===== src/design/hbm_params.svh =====
// Offsets, field positions, reset values and timing counts of the host bus memory manager
`ifndef HBM_PARAMS_SVH
`define HBM_PARAMS_SVH

// ****************************************
// APB register offsets (byte addresses)
// ****************************************
`define HBM_CTRL_OFS 8'h00
`define HBM_WAIT_OFS 8'h04
`define HBM_STAT_OFS 8'h08

// ****************************************
// Field positions
// ****************************************
`define HBM_CTRL_CPLX_BIT 0
`define HBM_CTRL_TRIG_BIT 1
`define HBM_WAIT_ROM_LSB 0
`define HBM_WAIT_ROM_MSB 1
`define HBM_WAIT_EEP_LSB 2
`define HBM_WAIT_EEP_MSB 4
`define HBM_STAT_BUSY_BIT 0
`define HBM_STAT_SYS_BIT 1
`define HBM_STAT_SEG_LSB 2
`define HBM_STAT_SEG_MSB 4

// ****************************************
// Reset values and limits
// ****************************************
`define HBM_CTRL_RST 2'h0
`define HBM_WAIT_RST 5'h0D
`define HBM_ROM_WS_MIN 2'h1
`define HBM_ROM_WS_MAX 2'h3
`define HBM_EEP_WS_MIN 3'h3
`define HBM_EEP_WS_MAX 3'h6
`define HBM_FIX_WS 3'h1
// Word address of the shared upper increment register inside the correlator segment
`define HBM_SHARED_INCR_UPPER_ADDR 18'h00100

// ****************************************
// Timing
// ****************************************
`define HBM_REF_PERIOD_NS 50
`define HBM_REC_REAL_NS 300
`define HBM_REC_CPLX_NS 314
`define HBM_FLASH_GAP_NS 25
`define HBM_REC_REAL_CYC ((`HBM_REC_REAL_NS + `HBM_REF_PERIOD_NS - 1) / `HBM_REF_PERIOD_NS)
`define HBM_REC_CPLX_CYC ((`HBM_REC_CPLX_NS + `HBM_REF_PERIOD_NS - 1) / `HBM_REF_PERIOD_NS)
`define HBM_FLASH_CYC ((`HBM_FLASH_GAP_NS + `HBM_REF_PERIOD_NS - 1) / `HBM_REF_PERIOD_NS)
// One wait state is one processor clock period, two reference cycles
`define HBM_WS_CYC 2

`endif


===== src/design/hbm_pkg.sv =====
// Types shared by the host bus memory manager
package hbm_pkg;

  typedef enum logic [2:0] {
    HBM_SEG_ROM = 3'h0,
    HBM_SEG_RAM = 3'h1,
    HBM_SEG_CORR = 3'h2,
    HBM_SEG_PERI = 3'h3,
    HBM_SEG_EEP = 3'h4,
    HBM_SEG_SPARE = 3'h5,
    HBM_SEG_NONE6 = 3'h6,
    HBM_SEG_NONE7 = 3'h7
  } hbm_seg_t;

  // Processor side request, sampled in the address phase
  typedef struct packed {
    logic [22:0] addr;
    logic byte_word_flag;
    logic memory_request;
    logic read_write_flag;
  } hbm_cpu_t;

  // Memory control outputs, all active low
  typedef struct packed {
    logic rom_select;
    logic ram_select;
    logic eeprom_select;
    logic spare_select;
    logic memory_read_strobe;
    logic [3:0] byte_write_selects;
  } hbm_mem_t;

  typedef struct packed {
    logic psel;
    logic penable;
    logic pwrite;
    logic [7:0] paddr;
    logic [31:0] pwdata;
  } hbm_apb_req_t;

  typedef struct packed {
    logic pready;
    logic pslverr;
    logic [31:0] prdata;
  } hbm_apb_rsp_t;

endpackage


===== src/design/hbm_recovery.sv =====
// Correlator write recovery down-counter
`timescale 1ns/1ps
`include "hbm_params.svh"
module hbm_recovery (
  // Clock and reset
  input wire logic ref_clk_i,
  input wire logic arst_n_i,
  // Control
  input wire logic start_i,
  input wire logic complex_mode_i,
  // Status
  output logic busy_o
);
  logic [3:0] cnt_r;
  logic [3:0] cnt_nxt;
  logic [3:0] load;

  // RULE_24: rounded-up window length
  assign load = complex_mode_i ? 4'(`HBM_REC_CPLX_CYC) : 4'(`HBM_REC_REAL_CYC);
  // RULE_05: preset at write strobe fall
  assign cnt_nxt = start_i ? load : ((cnt_r != 4'h0) ? cnt_r - 4'h1 : 4'h0);

  always_ff @(posedge ref_clk_i or negedge arst_n_i) begin
    if (!arst_n_i) begin
      cnt_r <= 4'h0;
      busy_o <= 1'b0;
    end else begin
      cnt_r <= cnt_nxt;
      busy_o <= (cnt_nxt != 4'h0);
    end
  end
endmodule // hbm_recovery


===== src/design/hbm_host_bus.sv =====
// Host bus front end: segment decode, wait states, correlator recovery spacing and debug abort
//
// Functional notes
// RULE_01: Host avoids correlator for recovery window after writes
// RULE_02: Only correlator writes need recovery spacing
// RULE_03: Shared upper increment write starts no recovery
// RULE_04: Upper write followed by lower increment write
// RULE_05: Write latched at strobe fall, loaded within window
// RULE_06: Isolated correlator write proceeds at once
// RULE_07: Isolated correlator read adds no later delay
// RULE_08: Read after write held past write cycle
// RULE_09: Second write ends after recovery window
// RULE_10: System mode spacing enforced internally
// RULE_11: Standard mode uses external down-counters
// RULE_12: Address bits 22:20 select memory segment
// RULE_13: Internal registers word only; RAM byte writes
// RULE_14: Byte flag and A1:0 give lane selects
// RULE_15: Processor clock, latch and bus enable generated
// RULE_16: Wait state is one processor clock period
// RULE_17: One wait state for support functions
// RULE_18: Correlator one wait, more for recovery
// RULE_19: ROM 1-3, EEPROM/spare 3-6 programmable waits
// RULE_20: Cycle after flash read stretched 25ns
// RULE_21: Trigger rising edge gives data abort
// RULE_22: Standard mode drives no memory selects
// RULE_23: Select pin low means system mode
// RULE_24: Recovery count rounded up from sample mode
`timescale 1ns/1ps
`include "hbm_params.svh"
module hbm_host_bus (
  // Clock and reset
  input wire logic ref_clk_i,
  input wire logic arst_n_i,
  // APB register port
  input wire hbm_pkg::hbm_apb_req_t apb_req_i,
  output hbm_pkg::hbm_apb_rsp_t apb_rsp_o,
  // Processor bus
  input wire hbm_pkg::hbm_cpu_t cpu_i,
  output logic processor_clock_out_o,
  output logic proc_addr_latch_enable_o,
  output logic data_bus_enable_out_o,
  output logic fault_request_out_o,
  // Memories and correlator
  output hbm_pkg::hbm_mem_t mem_o,
  output logic corr_write_strobe_o,
  // Pins
  input wire logic arm_system_select_i,
  input wire logic multi_function_pin_i
);
  import hbm_pkg::*;

  // ****************************************
  // Pin synchronisers
  // ****************************************
  logic [2:0] sel_sync_r;
  logic [2:0] trig_sync_r;
  logic sys_mode_r;
  logic trig_r;
  logic trig_prev_r;

  always_ff @(posedge ref_clk_i or negedge arst_n_i) begin
    if (!arst_n_i) begin
      sel_sync_r <= 3'h7;
      trig_sync_r <= 3'h0;
      sys_mode_r <= 1'b0;
      trig_r <= 1'b0;
      trig_prev_r <= 1'b0;
    end else begin
      sel_sync_r <= {sel_sync_r[1:0], arm_system_select_i};
      trig_sync_r <= {trig_sync_r[1:0], multi_function_pin_i};
      // RULE_23: low level selects system mode
      if (sel_sync_r[1] == sel_sync_r[2]) begin
        sys_mode_r <= !sel_sync_r[2];
      end
      if (trig_sync_r[1] == trig_sync_r[2]) begin
        trig_r <= trig_sync_r[2];
      end
      trig_prev_r <= trig_r;
    end
  end

  // ****************************************
  // APB registers
  // ****************************************
  logic [1:0] ctrl_r;
  logic [4:0] wait_r;
  logic rec_busy;
  logic [2:0] last_seg_r;
  logic apb_wr;
  logic apb_hit;
  logic [31:0] rd_mux;

  assign apb_hit = (apb_req_i.paddr == `HBM_CTRL_OFS) || (apb_req_i.paddr == `HBM_WAIT_OFS) ||
                   (apb_req_i.paddr == `HBM_STAT_OFS);
  assign apb_wr = apb_req_i.psel && apb_req_i.penable && apb_rsp_o.pready && apb_req_i.pwrite;
  assign rd_mux = (apb_req_i.paddr == `HBM_CTRL_OFS) ? {30'h0, ctrl_r} :
                  (apb_req_i.paddr == `HBM_WAIT_OFS) ? {27'h0, wait_r} :
                  (apb_req_i.paddr == `HBM_STAT_OFS) ? {27'h0, last_seg_r, sys_mode_r, rec_busy} :
                  32'h0;

  always_ff @(posedge ref_clk_i or negedge arst_n_i) begin
    if (!arst_n_i) begin
      ctrl_r <= `HBM_CTRL_RST;
      wait_r <= `HBM_WAIT_RST;
      apb_rsp_o <= '0;
    end else begin
      // Answer in the first access cycle
      apb_rsp_o.pready <= apb_req_i.psel && !apb_req_i.penable;
      apb_rsp_o.pslverr <= apb_req_i.psel && !apb_req_i.penable && !apb_hit;
      apb_rsp_o.prdata <= (apb_req_i.psel && !apb_req_i.penable && !apb_req_i.pwrite) ? rd_mux : 32'h0;
      if (apb_wr && apb_req_i.paddr == `HBM_CTRL_OFS) begin
        ctrl_r <= apb_req_i.pwdata[1:0];
      end
      if (apb_wr && apb_req_i.paddr == `HBM_WAIT_OFS) begin
        wait_r <= apb_req_i.pwdata[4:0];
      end
    end
  end

  // ****************************************
  // Wait state decode
  // ****************************************
  // RULE_19: out-of-range settings are clamped so a bad write cannot hang the bus
  function automatic logic [2:0] ws_clamp(input logic [2:0] v, input logic [2:0] lo, input logic [2:0] hi);
    ws_clamp = (v < lo) ? lo : ((v > hi) ? hi : v);
  endfunction

  // RULE_16: wait states counted in whole processor periods
  // RULE_17: support functions take one wait state
  // RULE_18: correlator base of one wait state
  function automatic logic [3:0] seg_wait(input logic [2:0] seg, input logic [4:0] cfg);
    logic [2:0] ws;
    ws = 3'h0;
    case (hbm_seg_t'(seg))
      HBM_SEG_ROM: ws = ws_clamp({1'b0, cfg[`HBM_WAIT_ROM_MSB:`HBM_WAIT_ROM_LSB]},
                                  {1'b0, `HBM_ROM_WS_MIN}, {1'b0, `HBM_ROM_WS_MAX});
      HBM_SEG_EEP, HBM_SEG_SPARE: ws = ws_clamp(cfg[`HBM_WAIT_EEP_MSB:`HBM_WAIT_EEP_LSB],
                                                `HBM_EEP_WS_MIN, `HBM_EEP_WS_MAX);
      HBM_SEG_CORR, HBM_SEG_PERI: ws = `HBM_FIX_WS;
      default: ws = 3'h0;
    endcase
    seg_wait = 4'(ws * `HBM_WS_CYC);
  endfunction

  // ****************************************
  // Processor cycle sequencer
  // ****************************************
  typedef enum logic [1:0] {ST_ADDR, ST_WAIT, ST_HIGH} hbm_state_t;
  hbm_state_t state_r;
  hbm_state_t state_nxt;
  logic [3:0] wcnt_r;
  logic [3:0] wcnt_nxt;
  hbm_cpu_t cur_r;
  logic act_r;
  logic stretch_r;
  logic stretch_nxt;
  logic rec_start;

  // RULE_12: segment from address bits 22:20
  wire [2:0] in_seg = cpu_i.addr[22:20];
  wire [2:0] cur_seg = cur_r.addr[22:20];
  wire in_act = !cpu_i.memory_request;
  wire in_corr = in_act && (in_seg == HBM_SEG_CORR);
  wire cur_corr = act_r && (cur_seg == HBM_SEG_CORR);
  wire cur_wr = act_r && cur_r.read_write_flag;
  wire cur_upper = (cur_r.addr[19:2] == `HBM_SHARED_INCR_UPPER_ADDR);
  // RULE_10: spacing handled here in system mode, no external logic
  wire corr_hold = rec_busy || rec_start;
  wire flash_rd = act_r && !cur_r.read_write_flag && sys_mode_r &&
                  ((cur_seg == HBM_SEG_ROM) || (cur_seg == HBM_SEG_EEP));
  wire [3:0] in_wait = in_act ? seg_wait(in_seg, wait_r) : 4'h0;
  wire [3:0] add_wait = 4'(stretch_r ? `HBM_FLASH_CYC : 0);

  always_comb begin
    state_nxt = state_r;
    wcnt_nxt = wcnt_r;
    stretch_nxt = stretch_r;
    case (state_r)
      ST_ADDR: begin
        // RULE_20: stretch the cycle after a flash read
        wcnt_nxt = in_wait + add_wait;
        stretch_nxt = 1'b0;
        // RULE_06: isolated correlator write needs no extra wait
        if ((in_wait + add_wait) != 4'h0 || (in_corr && corr_hold)) begin
          state_nxt = ST_WAIT;
        end else begin
          state_nxt = ST_HIGH;
        end
      end
      ST_WAIT: begin
        if (wcnt_r > 4'h1) begin
          wcnt_nxt = wcnt_r - 4'h1;
        // RULE_18: extra whole waits while recovery runs
        end else if (cur_corr && rec_busy) begin
          wcnt_nxt = 4'(`HBM_WS_CYC);
        end else begin
          wcnt_nxt = 4'h0;
          state_nxt = ST_HIGH;
        end
      end
      ST_HIGH: begin
        state_nxt = ST_ADDR;
        stretch_nxt = flash_rd;
      end
      default: begin
        state_nxt = ST_ADDR;
      end
    endcase
  end

  always_ff @(posedge ref_clk_i or negedge arst_n_i) begin
    if (!arst_n_i) begin
      state_r <= ST_ADDR;
      wcnt_r <= 4'h0;
      stretch_r <= 1'b0;
      cur_r <= '0;
      act_r <= 1'b0;
      last_seg_r <= 3'h0;
    end else begin
      state_r <= state_nxt;
      wcnt_r <= wcnt_nxt;
      stretch_r <= stretch_nxt;
      if (state_r == ST_ADDR) begin
        cur_r <= cpu_i;
        act_r <= in_act;
        if (in_act) begin
          last_seg_r <= in_seg;
        end
      end
    end
  end

  // ****************************************
  // Correlator write recovery
  // ****************************************
  // RULE_02: only correlator writes feed the counter
  wire corr_wr_now = (state_r == ST_HIGH) && cur_corr && cur_wr;
  // RULE_03: shared upper writes start no recovery
  logic upper_r;
  // RULE_07: reads never start recovery
  assign rec_start = corr_write_strobe_o && !corr_wr_now && !upper_r;

  hbm_recovery u_rec (
    .ref_clk_i(ref_clk_i),
    .arst_n_i(arst_n_i),
    .start_i(rec_start),
    .complex_mode_i(ctrl_r[`HBM_CTRL_CPLX_BIT]),
    .busy_o(rec_busy)
  );

  // ****************************************
  // Output stage
  // ****************************************
  // RULE_14: one low lane for a byte, all four for a word
  // RULE_13: byte lanes only for external RAM
  wire ram_byte = !cur_r.byte_word_flag && (cur_seg == HBM_SEG_RAM);
  wire [3:0] lane_n = ram_byte ? ~(4'h1 << cur_r.addr[1:0]) : 4'h0;
  wire mem_phase = act_r && (state_r != ST_ADDR) && sys_mode_r;
  logic abort_cnt_r;

  always_ff @(posedge ref_clk_i or negedge arst_n_i) begin
    if (!arst_n_i) begin
      processor_clock_out_o <= 1'b0;
      proc_addr_latch_enable_o <= 1'b0;
      data_bus_enable_out_o <= 1'b0;
      fault_request_out_o <= 1'b0;
      corr_write_strobe_o <= 1'b0;
      upper_r <= 1'b0;
      abort_cnt_r <= 1'b0;
      mem_o <= '1;
    end else begin
      // RULE_15: clock, latch enable and bus enable
      processor_clock_out_o <= (state_r == ST_HIGH);
      proc_addr_latch_enable_o <= (state_r == ST_ADDR);
      data_bus_enable_out_o <= mem_phase && cur_r.read_write_flag;
      corr_write_strobe_o <= corr_wr_now;
      upper_r <= corr_wr_now && cur_upper;
      // RULE_22: no selects in standard mode
      mem_o.rom_select <= !(mem_phase && cur_seg == HBM_SEG_ROM);
      mem_o.ram_select <= !(mem_phase && cur_seg == HBM_SEG_RAM);
      mem_o.eeprom_select <= !(mem_phase && cur_seg == HBM_SEG_EEP);
      mem_o.spare_select <= !(mem_phase && cur_seg == HBM_SEG_SPARE);
      mem_o.memory_read_strobe <= !(mem_phase && !cur_r.read_write_flag);
      mem_o.byte_write_selects <= (mem_phase && cur_r.read_write_flag && state_r == ST_HIGH) ? lane_n : 4'hF;
      // RULE_21: abort held for one full processor period
      if (sys_mode_r && ctrl_r[`HBM_CTRL_TRIG_BIT] && trig_r && !trig_prev_r) begin
        fault_request_out_o <= 1'b1;
        abort_cnt_r <= 1'b1;
      end else if (abort_cnt_r) begin
        abort_cnt_r <= 1'b0;
      end else begin
        fault_request_out_o <= 1'b0;
      end
    end
  end
endmodule // hbm_host_bus


===== config.mk =====
export PLATFORM = sky130hd
export DESIGN_NAME = hbm_host_bus
export DESIGN_NICKNAME = d
export VERILOG_FILES = /design/src/design/hbm_pkg.sv /design/src/design/hbm_recovery.sv /design/src/design/hbm_host_bus.sv
export VERILOG_INCLUDE_DIRS = /design/src /design/src/design
export SDC_FILE = /design/constraint.sdc
export NUM_CORES = 1
export LEC_CHECK = 0
export BUFFER_PORTS_ARGS = -buffer_cell sky130_fd_sc_hd__buf_4
export CAP_MARGIN = 40
export CORE_UTILIZATION = 53
export DETAILED_ROUTE_END_ITERATION = 10
export MAX_ROUTING_LAYER = met4
export PLACE_DENSITY = 0.95
export SLEW_MARGIN = 0
export SYNTH_ARGS = -nofsm -noshare
export SYNTH_HDL_FRONTEND = slang
export SYNTH_SLANG_ARGS = --single-unit

===== constraint.sdc =====
create_clock -name ref_clk_i -period 3.67 [get_ports ref_clk_i]
set_input_delay 0.367 -clock ref_clk_i [delete_from_list [all_inputs] [get_ports ref_clk_i]]
set_output_delay 0.367 -clock ref_clk_i [all_outputs]
set_load 0.01 [all_outputs]

==> metrics.yaml <==
run_status:
  outcome: "finished, final reports clean"
power:
  cellPowerDensity_nw_per_um2: 619
  leakage_uw: 0.00195
  p_int_uw: 1760
  netSwitchingFraction_pct: 31.1
  total_power_uw: 2560
  vdd_drop_max_v: 0.000366
  p_switching_uw: 796
  p_seq_share_pct: 50.8
  pwr-share-comb_pct: 24.7
  power_frac_clock_pct: 24.5
clocking:
  root_buffer: "clkbuf_8"
  post_cts_resized: 0
  clock_latency_ps: 340
  cts_max_level: 3
  clock-sinks: 80
  cts_setup_buffers: 0
  cts_tree: "yes"
  path_clk_slew_ps: 80
  clk_path_buf_depth: 2
  numCtsBuffers: 9
floorplanning:
  coreArea_um2: 6310
  initial_core_util_pct: 54.6
  die_area_um2: 6840
  rows: 29
  num_io_pins: 121
  die_w_um: 82.7
  die_h_um: 82.7
grt:
  grt_usage_pct: 21.2
  grt_max_degree: 62
  grt_pass1_wl_um: 10300
  grt_pass1_vias: 2214
  overflow: 0
  antenna_found_initial: 0
finish:
  n_fill_cell: 474
  multi_input_area_um2: 1250
  post-route-util_pct: 65.5
  diodes: 0
  syn2layout_area_growth_pct: 19.8
  seq_area_um2: 2020
  nets: 428
  drive_above_1_share_pct: 31.8
yosys:
  synth-seq-cells: 80
  yosys.cell_types.count: 52
  synth_most_common_cell: "dfrtp_1"
  synthTopCellsByArea: "dfrtp_1 47%, dfstp_2 11%, mux2_1 6.5%"
  synthCells: 282
  yosys_warnings: 0
  yosys.area.top_type_share_pct: 47.2
  synthesis.area_um2: 3450
  synthTopCellsByCount: "65 x dfrtp_1, 27 x buf_4, 20 x mux2_1, 20 x nor2_1"
  synth_enable_flop_cells: 0
  async_reset_ff_share_pct: 100
  synth_seq_area_share_pct: 58.6
  syn_avg_cell_area_um2: 12.2
  synth_ff_type: "dfrtp_1"
  yosysTopAreaCell: "dfrtp_1"
timing:
  fin_hold_ws_ps: 134
  fin_tns_setup_ps: 0
  final-max-slew-violation-count: 0
  rsz0062_at_grt: "no"
  fmax_mhz: 503
  fin_worst_skew_ps: 12.0
  slew-limit-headroom_pct: 62.3
  hold_viol: 0
  finalSetupViolCount: 0
  setup_slack_ps: 1680
  layout_min_cycle_time_ps: 1990
  min_period_over_period_pct: 54.1
  tightest_slew_ps: 558
placed_design:
  gp_congestion: 0.840
  io_buffers: 66
  hpwlAfterDp_um: 4620
  post-place-ws_ps: 1610
routing:
  dr_total_vias: 2281
  routedWlPerCell_um: 14.4
  viasPerCell: 5.24
  finalWirelength_um: 6260
  drc_errors: 0
  first_pass_iters: 4
  drt_iter0_drc: 131
  detail-route-antenna-nets: 0
worst_setup_path:
  worstPathArrival_ps: 2200
  required_ps: 3890
  crit_path_max_fanout: 8
  cp_slowest_cell: "nor4bb_1"
  critPathKind: "flop to flop"
  critPathLaunchType: "flop"
  critPathMaxStageDelay_ps: 550
  path_delay_family: "simple AND/OR/NAND/NOR gates"
  critPathBufInv: 0
  crit_chain: "nor4bb_1 -> nand3_1 -> nand3b_1 -> mux2_1"
  r2r_setup_slack_ps: 1680
  end_kind: "flop"
job:
  maxCapViolCount: 0
worst_hold_path:
  worstHoldPathType: "input pin to flop"
==> cells in the final DEF (no fill, tap or decap), types with 2 or more instances in the layout <==
cell       synthesis  routed
inv_1              9       9
nand4_1            3       3
buf_4             27      66
nand2_1           15      15
nand2b_1           6       6
mux2_2             9       9
dfstp_2           15      15
nor4_1             4       4
ha_1               2       2
a21o_1             3       3
nor2_1            20      20
a211oi_1           2       2
a21oi_1            7       7
mux2_4             5       5
nor3_1             6       6
or3_1              2       2
nand3_1            4       4
mux2_1            20      20
a22oi_1            3       3
nand3b_1           2       2
o21ai_0            8       8
o31ai_1            3       3
nor2b_1            5       5
dfrtp_1           65      65
clkbuf_8           0       9
or4_1              4       4
a2111oi_0          3       3
clkinv_4           0       2
conb_1             1      27
==> power by group through the flow <==
stage / sequential [µW] / clock (µW) / combinational, µW
6_report: 1300 / 628 / 632
5_1_grt: 1340 / 683 / 708
4_1_cts: 1300 / 648 / 641
3_5_place_dp: 1320 / 0 / 636
3_3_place_gp: 1300 / 0 / 594
2_1_floorplan: 1260 / 0 / 486
==> area by class of cell <==
class	instances	area share [%]
sequential	80	48.9
clock buffer	10	3.09
tap	77	2.33
inverter	11	0.999
timing repair buffer	68	12.9
multi-input combinational	183	30.1
clock inverter	6	1.66
==> state kept, by name, summed over array words and instances (netlist names), 2 cells and up <==
register	flops
cur_r	25
mem_o	9
apb_rsp_o	7
wait_r	5
u_rec.cnt_r	4
wcnt_r	4
last_seg_r	3
sel_sync_r	3
trig_sync_r	3
ctrl_r	2
state_r	2
==> kinds of logic after synthesis <==
group	count (synthesis)	synth area share (%)
AOI/OAI and AO/OA	37	7.29
adders and majority gates	3	1.02
buffers and inverters	45	8.12
DFF	80	58.6
muxes	35	11.9
other	1	0.109
and+or+nand+nor	81	12.9
==> routing by layer <==
metal	part of all wire [%]	routed length, µm	vias to the layer above	global-route usage [%]
met5	0	0	-	-
met4	1.2	77	0	8.62
met2	54	3380	60	34.8
met3	4.4	277	8	4.29
li1	-	-	1079	-
met1	40	2520	1134	25.8
==> stage by stage <==
step                instance area, µm²  instances
floorplan                         3550        308
global placement                  3900        417
detailed placement                3930        418
CTS                               4130        435
global route                      4130        435
finish                            4130        435
==> final timing paths <==
path	start	end	depth (start not counted)
setup / recovery	cur_r[23]	u_rec.cnt_r[0]	4
hold / removal	arm_system_select_i	sel_sync_r[0]	1
setup reg to reg	cur_r[23]	u_rec.cnt_r[0]	4
hold reg to reg	trig_sync_r[0]	trig_sync_r[1]	0
max in group asynchronous	arst_n_i	wait_r[2]	3
min in group asynchronous	arst_n_i	cur_r[15]	2
==> timing repair <==
item / in CTS / in global routing
hold buffers: 1 / 0
endpoints found under the setup margin: 0 / 0
endpoints found under the hold margin: 16 / 0
No activity file was read; power rests on OpenSTA's default activity.
